File: src/verilog/jtag_tap_pkg.sv
// constants, instruction codes and tap states for the jtag test access port
package jtag_tap_pkg;

  localparam int          IR_W        = 4;
  localparam int          BSR_W       = 8;
  localparam int          ID_W        = 32;
  localparam int          PIN_CNT     = 4;
  // synchronised pin vector positions
  localparam int          PIN_TCK     = 0;
  localparam int          PIN_TMS     = 1;
  localparam int          PIN_TDI     = 2;
  localparam int          PIN_TRST_N  = 3;

  // instruction codes; anything else acts as bypass
  localparam logic [3:0]  INS_EXTEST  = 4'h0;
  localparam logic [3:0]  INS_INTEST  = 4'h1;
  localparam logic [3:0]  INS_SAMPLE  = 4'h2;
  localparam logic [3:0]  INS_IDCODE  = 4'hE;
  localparam logic [3:0]  INS_BYPASS  = 4'hF;
  // fixed pattern loaded into the instruction chain on capture
  localparam logic [3:0]  IR_CAPTURE  = 4'h1;
  // identification word: value is arbitrary, bit 0 must be one
  localparam logic [31:0] ID_VALUE    = 32'h0A5A_0001;

  typedef enum logic [1:0] {
    DR_BYPASS,
    DR_IDCODE,
    DR_BOUNDARY,
    DR_HOLD
  } dr_sel_t;

  typedef enum logic [3:0] {
    ST_RESET,
    ST_IDLE,
    ST_SEL_DR,
    ST_CAP_DR,
    ST_SHIFT_DR,
    ST_EXIT1_DR,
    ST_PAUSE_DR,
    ST_EXIT2_DR,
    ST_UPD_DR,
    ST_SEL_IR,
    ST_CAP_IR,
    ST_SHIFT_IR,
    ST_EXIT1_IR,
    ST_PAUSE_IR,
    ST_EXIT2_IR,
    ST_UPD_IR
  } tap_state_t;

endpackage : jtag_tap_pkg

File: src/verilog/jtag_tap_fsm.sv
// sixteen-state tap controller stepped by detected tck rising edges
`timescale 1ns/1ns
`default_nettype none
module jtag_tap_fsm (
  // clock and reset
  input  wire logic                    i_clk,
  input  wire logic                    i_srst,
  input  wire logic                    i_ce,
  // sampled link
  input  wire logic                    i_step,
  input  wire logic                    i_tms,
  input  wire logic                    i_trst,
  // state
  output jtag_tap_pkg::tap_state_t     o_state
);
  import jtag_tap_pkg::*;

  tap_state_t state_r;
  tap_state_t state_nxt;

  // standard transition table, branch on tms
  always_comb begin
    state_nxt = state_r;
    case (state_r)
      ST_RESET:    state_nxt = i_tms ? ST_RESET    : ST_IDLE;
      ST_IDLE:     state_nxt = i_tms ? ST_SEL_DR   : ST_IDLE;
      ST_SEL_DR:   state_nxt = i_tms ? ST_SEL_IR   : ST_CAP_DR;
      ST_CAP_DR:   state_nxt = i_tms ? ST_EXIT1_DR : ST_SHIFT_DR;
      ST_SHIFT_DR: state_nxt = i_tms ? ST_EXIT1_DR : ST_SHIFT_DR;
      ST_EXIT1_DR: state_nxt = i_tms ? ST_UPD_DR   : ST_PAUSE_DR;
      ST_PAUSE_DR: state_nxt = i_tms ? ST_EXIT2_DR : ST_PAUSE_DR;
      ST_EXIT2_DR: state_nxt = i_tms ? ST_UPD_DR   : ST_SHIFT_DR;
      ST_UPD_DR:   state_nxt = i_tms ? ST_SEL_DR   : ST_IDLE;
      ST_SEL_IR:   state_nxt = i_tms ? ST_RESET    : ST_CAP_IR;
      ST_CAP_IR:   state_nxt = i_tms ? ST_EXIT1_IR : ST_SHIFT_IR;
      ST_SHIFT_IR: state_nxt = i_tms ? ST_EXIT1_IR : ST_SHIFT_IR;
      ST_EXIT1_IR: state_nxt = i_tms ? ST_UPD_IR   : ST_PAUSE_IR;
      ST_PAUSE_IR: state_nxt = i_tms ? ST_EXIT2_IR : ST_PAUSE_IR;
      ST_EXIT2_IR: state_nxt = i_tms ? ST_UPD_IR   : ST_SHIFT_IR;
      ST_UPD_IR:   state_nxt = i_tms ? ST_SEL_DR   : ST_IDLE;
      default:     state_nxt = ST_RESET;
    endcase
  end

  // move only on a tck rise or trst; system reset wins over everything, trst wins over i_step only while i_ce is high
  always_ff @(posedge i_clk) begin
    if (i_srst) begin
      state_r <= ST_RESET;
    end else if (i_ce) begin
      if (i_trst) begin
        state_r <= ST_RESET;
      end else if (i_step) begin
        state_r <= state_nxt;
      end
    end
  end

  assign o_state = state_r;

endmodule : jtag_tap_fsm
`default_nettype wire

File: src/verilog/jtag_tap_shift_port.sv
// jtag test access port: pin sampling, tap, instruction and data chains
`timescale 1ns/1ns
`default_nettype none
module jtag_tap_shift_port (
  // clock, reset, enable
  input  wire logic                          i_clk,
  input  wire logic                          i_srst,
  input  wire logic                          i_ce,
  // jtag pins, asynchronous to i_clk
  input  wire logic                          i_tck,
  input  wire logic                          i_tms,
  input  wire logic                          i_tdi,
  input  wire logic                          i_trst_n,
  output logic                               o_tdo,
  output logic                               o_tdo_oe,
  // pin function control from the gpio side
  input  wire logic                          i_alt_function_select_bit_wr,
  input  wire logic                          i_alt_function_select_bit,
  input  wire logic                          i_lock_open,
  input  wire logic                          i_commit_en,
  output logic                               o_pins_jtag,
  output logic                               o_pullup_en,
  // boundary cells
  input  wire logic [jtag_tap_pkg::BSR_W-1:0] i_bsr_in,
  output logic      [jtag_tap_pkg::BSR_W-1:0] o_bsr_out,
  output logic                               o_bsr_drive,
  output logic                               o_bsr_internal,
  // observation
  output logic      [jtag_tap_pkg::IR_W-1:0]  o_instr,
  output jtag_tap_pkg::tap_state_t           o_state
);
  import jtag_tap_pkg::*;

  logic [PIN_CNT-1:0] pin_raw;
  logic [PIN_CNT-1:0] pin_meta_r;
  logic [PIN_CNT-1:0] pin_sync_r;
  logic               tck_prev_r;
  logic               tck_rise;
  logic               tck_fall;
  logic               trst_act;
  tap_state_t         state;
  dr_sel_t            dr_sel;
  logic [IR_W-1:0]    ir_sh_r;
  logic [IR_W-1:0]    ir_upd_r;
  logic               byp_r;
  logic [ID_W-1:0]    id_sh_r;
  logic [BSR_W-1:0]   bsr_sh_r;
  logic [BSR_W-1:0]   bsr_upd_r;
  logic               tdo_r;
  logic               tdo_oe_r;
  logic               pin_alt_function_select_reg;

  assign pin_raw = {i_trst_n, i_tdi, i_tms, i_tck};

  // two-flop synchronisers, one per pin; first stage feeds only the second
  genvar g;
  generate
    for (g = 0; g < PIN_CNT; g++) begin : g_sync
      always_ff @(posedge i_clk) begin
        if (i_srst) begin
          pin_meta_r[g] <= 1'b1;
          pin_sync_r[g] <= 1'b1;
        end else if (i_ce) begin
          pin_meta_r[g] <= pin_raw[g];
          pin_sync_r[g] <= pin_meta_r[g];
        end
      end
    end
  endgenerate

  // tck edge finder; a stopped tck makes no edges so nothing steps, though trst still resets the tap
  always_ff @(posedge i_clk) begin
    if (i_srst) begin
      tck_prev_r <= 1'b1;
    end else if (i_ce) begin
      tck_prev_r <= pin_sync_r[PIN_TCK];
    end
  end

  assign tck_rise = i_ce & pin_sync_r[PIN_TCK] & ~tck_prev_r;
  assign tck_fall = i_ce & ~pin_sync_r[PIN_TCK] & tck_prev_r;
  assign trst_act = ~pin_sync_r[PIN_TRST_N];

  jtag_tap_fsm jtag_tap_fsm_inst (
    .i_clk   (i_clk),
    .i_srst  (i_srst),
    .i_ce    (i_ce),
    .i_step  (tck_rise),
    .i_tms   (pin_sync_r[PIN_TMS]),
    .i_trst  (trst_act),
    .o_state (state)
  );

  // instruction decode; unlisted codes fall back to the one-bit bypass
  always_comb begin
    case (ir_upd_r)
      INS_IDCODE: dr_sel = DR_IDCODE;
      INS_SAMPLE: dr_sel = DR_BOUNDARY;
      INS_EXTEST: dr_sel = DR_HOLD;
      INS_INTEST: dr_sel = DR_HOLD;
      default:    dr_sel = DR_BYPASS;
    endcase
  end

  // instruction chain: four-bit capture, shift from tdi, update
  always_ff @(posedge i_clk) begin
    if (i_srst) begin
      ir_sh_r <= IR_CAPTURE;
    end else if (tck_rise) begin
      case (state)
        ST_CAP_IR:   ir_sh_r <= IR_CAPTURE;
        ST_SHIFT_IR: ir_sh_r <= {pin_sync_r[PIN_TDI], ir_sh_r[IR_W-1:1]};
        default:     ir_sh_r <= ir_sh_r;
      endcase
    end
  end

  // held instruction; every pass through test-logic-reset reloads idcode
  always_ff @(posedge i_clk) begin
    if (i_srst) begin
      ir_upd_r <= INS_IDCODE;
    end else if (i_ce) begin
      if (state == ST_RESET) begin
        ir_upd_r <= INS_IDCODE;
      end else if (tck_rise && state == ST_UPD_IR) begin
        ir_upd_r <= ir_sh_r;
      end
    end
  end

  // bypass bit gives a tdi to tdo path only while bypass or an unlisted code is held
  always_ff @(posedge i_clk) begin
    if (i_srst) begin
      byp_r <= 1'b0;
    end else if (tck_rise && dr_sel == DR_BYPASS) begin
      if (state == ST_CAP_DR) begin
        byp_r <= 1'b0;
      end else if (state == ST_SHIFT_DR) begin
        byp_r <= pin_sync_r[PIN_TDI];
      end
    end
  end

  // identification chain, no update stage
  always_ff @(posedge i_clk) begin
    if (i_srst) begin
      id_sh_r <= ID_VALUE;
    end else if (tck_rise && dr_sel == DR_IDCODE) begin
      if (state == ST_CAP_DR) begin
        id_sh_r <= ID_VALUE;
      end else if (state == ST_SHIFT_DR) begin
        id_sh_r <= {pin_sync_r[PIN_TDI], id_sh_r[ID_W-1:1]};
      end
    end
  end

  // boundary chain; hold instructions leave shift and update stages alone
  always_ff @(posedge i_clk) begin
    if (i_srst) begin
      bsr_sh_r <= '0;
    end else if (tck_rise && dr_sel == DR_BOUNDARY) begin
      if (state == ST_CAP_DR) begin
        bsr_sh_r <= i_bsr_in;
      end else if (state == ST_SHIFT_DR) begin
        bsr_sh_r <= {pin_sync_r[PIN_TDI], bsr_sh_r[BSR_W-1:1]};
      end
    end
  end

  always_ff @(posedge i_clk) begin
    if (i_srst) begin
      bsr_upd_r <= '0;
    end else if (tck_rise && dr_sel == DR_BOUNDARY && state == ST_UPD_DR) begin
      bsr_upd_r <= bsr_sh_r;
    end
  end

  // tdo moves on the tck fall so a downstream part samples a stable bit
  always_ff @(posedge i_clk) begin
    if (i_srst) begin
      tdo_r    <= 1'b0;
      tdo_oe_r <= 1'b0;
    end else if (i_ce && trst_act) begin
      tdo_oe_r <= 1'b0;
    end else if (tck_fall) begin
      tdo_oe_r <= 1'b0;
      if (state == ST_SHIFT_IR) begin
        tdo_r    <= ir_sh_r[0];
        tdo_oe_r <= 1'b1;
      end else if (state == ST_SHIFT_DR) begin
        case (dr_sel)
          DR_BYPASS: begin
            tdo_r    <= byp_r;
            tdo_oe_r <= 1'b1;
          end
          DR_IDCODE: begin
            tdo_r    <= id_sh_r[0];
            tdo_oe_r <= 1'b1;
          end
          DR_BOUNDARY: begin
            tdo_r    <= bsr_sh_r[0];
            tdo_oe_r <= 1'b1;
          end
          default: tdo_oe_r <= 1'b0;
        endcase
      end
    end
  end

  // pin function: jtag after reset, released to gpio only through commit
  always_ff @(posedge i_clk) begin
    if (i_srst) begin
      pin_alt_function_select_reg <= 1'b1;
    end else if (i_ce && i_alt_function_select_bit_wr && i_lock_open && i_commit_en) begin
      pin_alt_function_select_reg <= i_alt_function_select_bit;
    end
  end

  assign o_tdo          = tdo_r;
  assign o_tdo_oe       = tdo_oe_r & pin_alt_function_select_reg;
  assign o_pins_jtag    = pin_alt_function_select_reg;
  assign o_pullup_en    = pin_alt_function_select_reg;
  assign o_bsr_out      = bsr_upd_r;
  assign o_bsr_drive    = (ir_upd_r == INS_EXTEST);
  assign o_bsr_internal = (ir_upd_r == INS_INTEST);
  assign o_instr        = ir_upd_r;
  assign o_state        = state;

endmodule : jtag_tap_shift_port
`default_nettype wire
File: config.mk
export PLATFORM = sky130hd
export DESIGN_NAME = jtag_tap_shift_port
export DESIGN_NICKNAME = d
export VERILOG_FILES = /design/src/verilog/jtag_tap_pkg.sv /design/src/verilog/jtag_tap_fsm.sv /design/src/verilog/jtag_tap_shift_port.sv
export SDC_FILE = /design/constraint.sdc
export NUM_CORES = 1
export LEC_CHECK = 0
export ABC_AREA = 1
export BUFFER_PORTS_ARGS = -buffer_cell sky130_fd_sc_hd__buf_2
export CELL_PAD_IN_SITES_DETAIL_PLACEMENT = 1
export CELL_PAD_IN_SITES_GLOBAL_PLACEMENT = 1
export CORE_ASPECT_RATIO = 1.2
export CORE_UTILIZATION = 35
export DETAILED_ROUTE_END_ITERATION = 6
export GPL_TIMING_DRIVEN = 0
export PLACE_DENSITY = 0.68
export RECOVER_POWER = 50
export SYNTH_ARGS = -nofsm -noshare
export SYNTH_HDL_FRONTEND = slang
export SYNTH_SLANG_ARGS = --single-unit
export TNS_END_PERCENT = 100
File: constraint.sdc
create_clock -name i_clk -period 5.3 [get_ports i_clk]
set_clock_uncertainty 0.2 [all_clocks]
set_input_delay 0.265 -clock i_clk [delete_from_list [all_inputs] [get_ports i_clk]]
set_output_delay 0.265 -clock i_clk [all_outputs]
set_load 0.01 [all_outputs]
# Word-level counts from Yosys, hierarchy flattened

Cells that the tools add are included.

Register bits after elaboration: 73
Input port bits: 19
Output and inout bits: 22
Word-level logic and storage cells: 110

Equality and inequality tests: 21
Mux-type cells: 31
Bitwise operators: 9
Reduce and logical (&&, ||, !) cells: 30

Operators by type and width:

| kind                                                | number |
|---|---|
| two-way mux 32 bit                                  | 2 |
| case mux 4 bit (12 select lines)                    | 1 |
| equality test 4 bit, second input constant          | 9 |
| two-way mux 4 bit                                   | 8 |
| equality test 4 x 3 -> 1 bit, second input constant | 4 |
| two-way mux 8 bit                                   | 2 |
| equality test 4 x 2 -> 1 bit, second input constant | 3 |
| AND reduction 2 bit                                 | 6 |
| two-way mux 1 bit                                   | 10 |
| logical AND 1 bit                                   | 9 |
| equality test 4 x 1 -> 1 bit, second input constant | 2 |
| logical NOT 4 bit                                   | 2 |
| case mux 4 bit (2 select lines)                     | 1 |
| nonzero test 2 bit                                  | 4 |
| OR reduction 2 bit                                  | 4 |
| two-way mux 2 bit                                   | 3 |
| two-way mux 3 bit                                   | 2 |
| case mux 2 bit (3 select lines)                     | 1 |
| OR reduction 3 bit                                  | 2 |
| AND 1 bit                                           | 5 |
| inverter 1 bit                                      | 4 |
| AND reduction 4 bit                                 | 1 |
| nonzero test 4 bit                                  | 1 |
| case mux 1 bit (3 select lines)                     | 1 |
| 4 further kinds                                     | 4 |

# Depth between registers and ports, before layout

Depth after elaboration: 8
Depth in mapped cells: 12
Mapped depth without buffers: 12

# Hierarchy

From an unflattened synthesis, not the netlist that was laid out.

Cells, all modules: 495
Area, all modules: 3,515.9 µm²

Modules (own cells, without submodules):

| module              | times used | cells each | area an instance (µm²) | seq. area each (µm²) |
|---|---|---|---|---|
| jtag_tap_shift_port | 1          | 413        | 3,088.0                | 1,381.3 |
| jtag_tap_fsm        | 1          | 82         | 427.9                  | 80.1 |

# Worst setup path before layout

Ideal clock, no wire load.

Kind: reg2reg
Start point: reg ir_upd_r[1] (netlist: o_instr[1])
End point: reg bsr_sh_r[5]
Setup time: 0.122 ns
Arrival: 1.674 ns
Required time: 4.978 ns
Slack: 3.304 ns
Cell stages (with the launch flop): 12
Path buffers: 1
Clock period less this slack: 1.996 ns
Cell sequence: dfxtp_1 > inv_1 > o21ai_0 > inv_1 > ha_1 > inv_1 > nor2_1 > nand2_1 > inv_2 > buf_4 > o21ai_0 > a31oi_1

Word-level cells in the longest chain between the ends: 6
Elaborated cells on any way between the ends: 9
Those cells by class: eq/ne: 4; mux: 1; reduce/logical: 4

RTL lines:

| what                                                                     | line                       | source |
|---|---|---|
| start: declaration                                                       | jtag_tap_shift_port.sv:44  | `logic [IR_W-1:0] ir_upd_r;` |
| start signal: assignment                                                 | jtag_tap_shift_port.sv:126 | `ir_upd_r <= ir_sh_r;` |
| equality test 4 x 1 -> 1 bit / logical NOT 4 bit (equally long branches) | jtag_tap_shift_port.sv:96  | `case (ir_upd_r)` |
| OR reduction 2 bit (no source line)                                      | -                          |  |
| case mux 2 bit (3 select lines) *                                        | jtag_tap_shift_port.sv:96  |  |
| equality test 2 bit *                                                    | jtag_tap_shift_port.sv:161 | `end else if (tck_rise && dr_sel == DR_BOUNDARY) begin` |
| logical AND 1 bit *                                                      | jtag_tap_shift_port.sv:161 |  |
| AND reduction 2 bit (no source line) *                                   | -                          |  |
| end signal: assignment                                                   | jtag_tap_shift_port.sv:163 | `bsr_sh_r <= i_bsr_in;` |
| end signal: assignment                                                   | jtag_tap_shift_port.sv:165 | `bsr_sh_r <= {pin_sync_r[PIN_TDI], bsr_sh_r[BSR_W-1:1]};` |
| end: declaration                                                         | jtag_tap_shift_port.sv:47  | `logic [BSR_W-1:0] bsr_sh_r;` |

Every way passes the cells marked *; elsewhere a longest branch is shown, timed or not.
A chain may end at the register's enable or synchronous reset.

# Worst setup path after layout

Start point: reg ir_upd_r[3] (netlist: o_instr[3])
End point: reg bsr_upd_r[7] (netlist: o_bsr_out[7])

Word-level cells in the longest chain between the ends: 6
Elaborated cells on any way between the ends: 9
Those cells by class: eq/ne: 4; mux: 1; reduce/logical: 4

RTL lines:

| what                                                                     | line                       | source |
|---|---|---|
| equality test 4 x 1 -> 1 bit / logical NOT 4 bit (equally long branches) | jtag_tap_shift_port.sv:96  |  |
| OR reduction 2 bit (no source line)                                      | -                          |  |
| case mux 2 bit (3 select lines) *                                        | jtag_tap_shift_port.sv:96  |  |
| equality test 2 bit *                                                    | jtag_tap_shift_port.sv:173 | `end else if (tck_rise && dr_sel == DR_BOUNDARY && state == ST_UPD_DR) begin` |
| logical AND 1 bit * (2 in a row)                                         | jtag_tap_shift_port.sv:173 |  |
| end signal: assignment                                                   | jtag_tap_shift_port.sv:174 | `bsr_upd_r <= bsr_sh_r;` |
| end: declaration                                                         | jtag_tap_shift_port.sv:48  | `logic [BSR_W-1:0] bsr_upd_r;` |

Marks and branches as above.

==> flow_summary.yaml <==
detailed_routing:
  post_drt_wl_per_cell_microns: 14.0
  drt_iter0_drc: 124
  drtPass1Iterations: 4
  drc: 0
  vias_per_cell: 4.92
  ant_nets: 0
  vias: 3089
  drt_wl_total_microns: 8780
timing:
  fmax_ghz: 0.402
  hold_viol: 0
  relSlewSlack: 0.582
  rsz0062_at_grt: "no"
  final_max_slew_viol_count: 0
  finalSetupTns_ns: 0
  period_share: 0.469
  finalSetupViolCount: 0
  tightest_slew_ns: 0.624
  period_needed_ns: 2.49
layout:
  drive_gt1_frac: 0.0939
  num_antenna_cells: 0
  final_util: 0.436
  final_cell_mix: "nand2_1 (102), dfxtp_1 (73), a21oi_1 (52), o21ai_0 (51), nor2_1 (47)"
  nFillCells: 1175
  fin_nets: 529
  fin_area_sq_um: 3800
  area_growth_pct: 19.3
  final_common_cell: "nand2_1"
clocking:
  clk-insertion-delay-late_ns: 0.36
  cts_buffer_depth: 2
  cts_resized: 0
  cts-htree-levels: 3
  cts_sinks: 73
  cts-root-buf: "clkbuf_8"
  numCtsBuffers: 9
  clk_pin_slew_ns: 0.07
  cts_tree: "done"
floorplan:
  core_area_sq_um: 8700
  num_io_pins: 41
  die_y_microns: 106
  die_w_microns: 89.1
  rows: 37
  initial_core_util: 0.366
  die_area_sq_um: 9480
setup_path:
  critPathSlowestCell: "nor3_2"
  cp-start-kind: "flip-flop"
  critPathBufInv: 3
  arrival_ns: 2.54
  cp_top_family: "simple AND/OR/NAND/NOR gates"
  crit_path_end_kind: "flip-flop"
  slowest_delay_ns: 0.54
  crit_chain: "nor2_1 -> inv_1 -> nor2_1 -> a31oi_1 -> ha_1 -> inv_1 -> nor3_2 -> inv_2 -> nor2_1 -> nor2_1"
  cpMostUsedCell: "nor2_1"
  required_ns: 5.35
  path_class: "flip-flop to flip-flop"
  crit_fanout: 9
yosys:
  syn_avg_cell_area_sq_um: 7.17
  ys_seq_area_frac: 0.459
  synth_warnings: 0
  synth_cell_types: 26
  synthCells: 444
  syn_nets: 467
  syn_area_sq_um: 3180
  yosys_register_bits: 73
grt:
  grt_overflow: 0
  antenna_found_initial: 0
  grt_pass1_wl_microns: 14400
  grt_max_degree: 12
  grt_pass1_vias: 3058
  grt.total_usage: 0.204
pwr:
  switching_share: 0.239
  leakagePower_nw: 1.55
  comb_power_share: 0.055
  seqPwrFrac: 0.534
  powerDensity_nw_per_um2: 276
  vdd_ir_drop_max_uv: 129
  p_total_mw: 1.05
  p_sw_mw: 0.250
  p_clk_frac: 0.411
  intPower_mw: 0.797
outcome:
  outcome: "completed"
placement:
  routabilityCongestion: 0.822
  io_buffers: 38
  dp_hpwl_microns: 6480
  placed_area_sq_um: 3520
hold_path:
  min_path_type: "input pin to flip-flop"
flow_run:
  drv_cap: 0
==> cell families after synthesis <==
kind of cell	Yosys count	synth area share
simple gates	193	0.254
compound gates	114	0.184
flops	73	0.459
buf+inv	59	0.0833
fa+ha+maj	4	0.0157
mux	1	0.00314
==> layout make-up <==
type,instances,area (sq um),share of cell area
clock buffer,14,183,0.0481
timing repair buffer,51,293,0.0771
sequential,73,1460,0.385
tap,117,146,0.0386
clock inverter,2,10.0,0.00264
buffer,24,125,0.0329
multi-input combinational,312,1450,0.381
inverter,35,133,0.0349
==> worst reg2reg max path: cells and delay by family (launching register included) <==
family	cells	cell delay, ns
compound gates	1	0.29
fa+ha+maj	1	0.27
buf+inv	3	0.37
flops	1	0.38
simple gates	5	0.89
==> final timing paths <==
path              slack [ns]                         start            to  depth (start not counted)
hold / removal          0.01  i_alt_function_select_bit_wr   o_pins_jtag                          3
hold reg to reg         0.26                   id_sh_r[20]   id_sh_r[20]                          2
setup reg to reg        2.81                    o_instr[3]  o_bsr_out[7]                         10
setup / recovery        2.81                    o_instr[3]  o_bsr_out[7]                         10
==> what timing repair did <==
item                                   4_1_cts  5_1_grt
buffers inserted                             0        0
hold buffers                                13        0
endpoints found under the hold margin       13        0
==> power groups by stage <==
stage               combinational (mW)  sequential, mW  clock, mW
floorplan                       0.0305           0.572          0
global placement                0.0513           0.573          0
detailed placement              0.0521           0.573          0
CTS                             0.0596           0.560      0.442
global route                    0.0651           0.561      0.461
finish                          0.0577           0.560      0.430
==> metrics by stage <==
stage               setup WS, ns  std cells  hold WS (ns)
floorplan                   3.30        444         0.191
global placement            2.82        599         0.239
detailed placement          2.80        599         0.246
CTS                         2.78        628      0.000947
global route                2.50        628        0.0407
finish                      2.81        628        0.0115
==> synthesized netlist by cell type <==
library cell	instances	share of area
nand2_1	100	0.12
dfxtp_1	73	0.46
a21oi_1	52	0.082
o21ai_0	50	0.079
nor2_1	47	0.055
nand3_1	37	0.058
inv_1	29	0.034
clkbuf_1	10	0.012
a31oi_1	9	0.018
buf_4	6	0.014
buf_2	4	0.0063
ha_1	4	0.016
inv_2	4	0.0047
nor3_1	3	0.0047
buf_1	2	0.0024
buf_6	2	0.0071
nand4_1	2	0.0039
o211ai_1	2	0.0047
clkinv_1	1	0.0012
clkinv_2	1	0.0016
mux2i_1	1	0.0031
nand2_2	1	0.0020
nand2_4	1	0.0035
nand3_4	1	0.0055
nor3_2	1	0.0031
o21ai_1	1	0.0016
==> state kept, by name, indices dropped and copies added, names as in the netlist <==
name	flops
o_instr	4
o_pins_jtag	1
ir_sh_r	4
tck_prev_r	1
id_sh_r	32
byp_r	1
jtag_tap_fsm_inst.o_state	4
tdo_oe_r	1
pin_meta_r	4
o_bsr_out	8
bsr_sh_r	8
o_tdo	1
pin_sync_r	4
==> layer usage <==
metal,GRT usage,vias up,part of all wire
met1,0.237,1465,0.45
met3,0.0404,12,0.018
li1,-,1589,-
met2,0.358,23,0.51
met5,0,-,0
met4,0.0839,0,0.018
No activity file was read; power rests on OpenSTA's default activity.
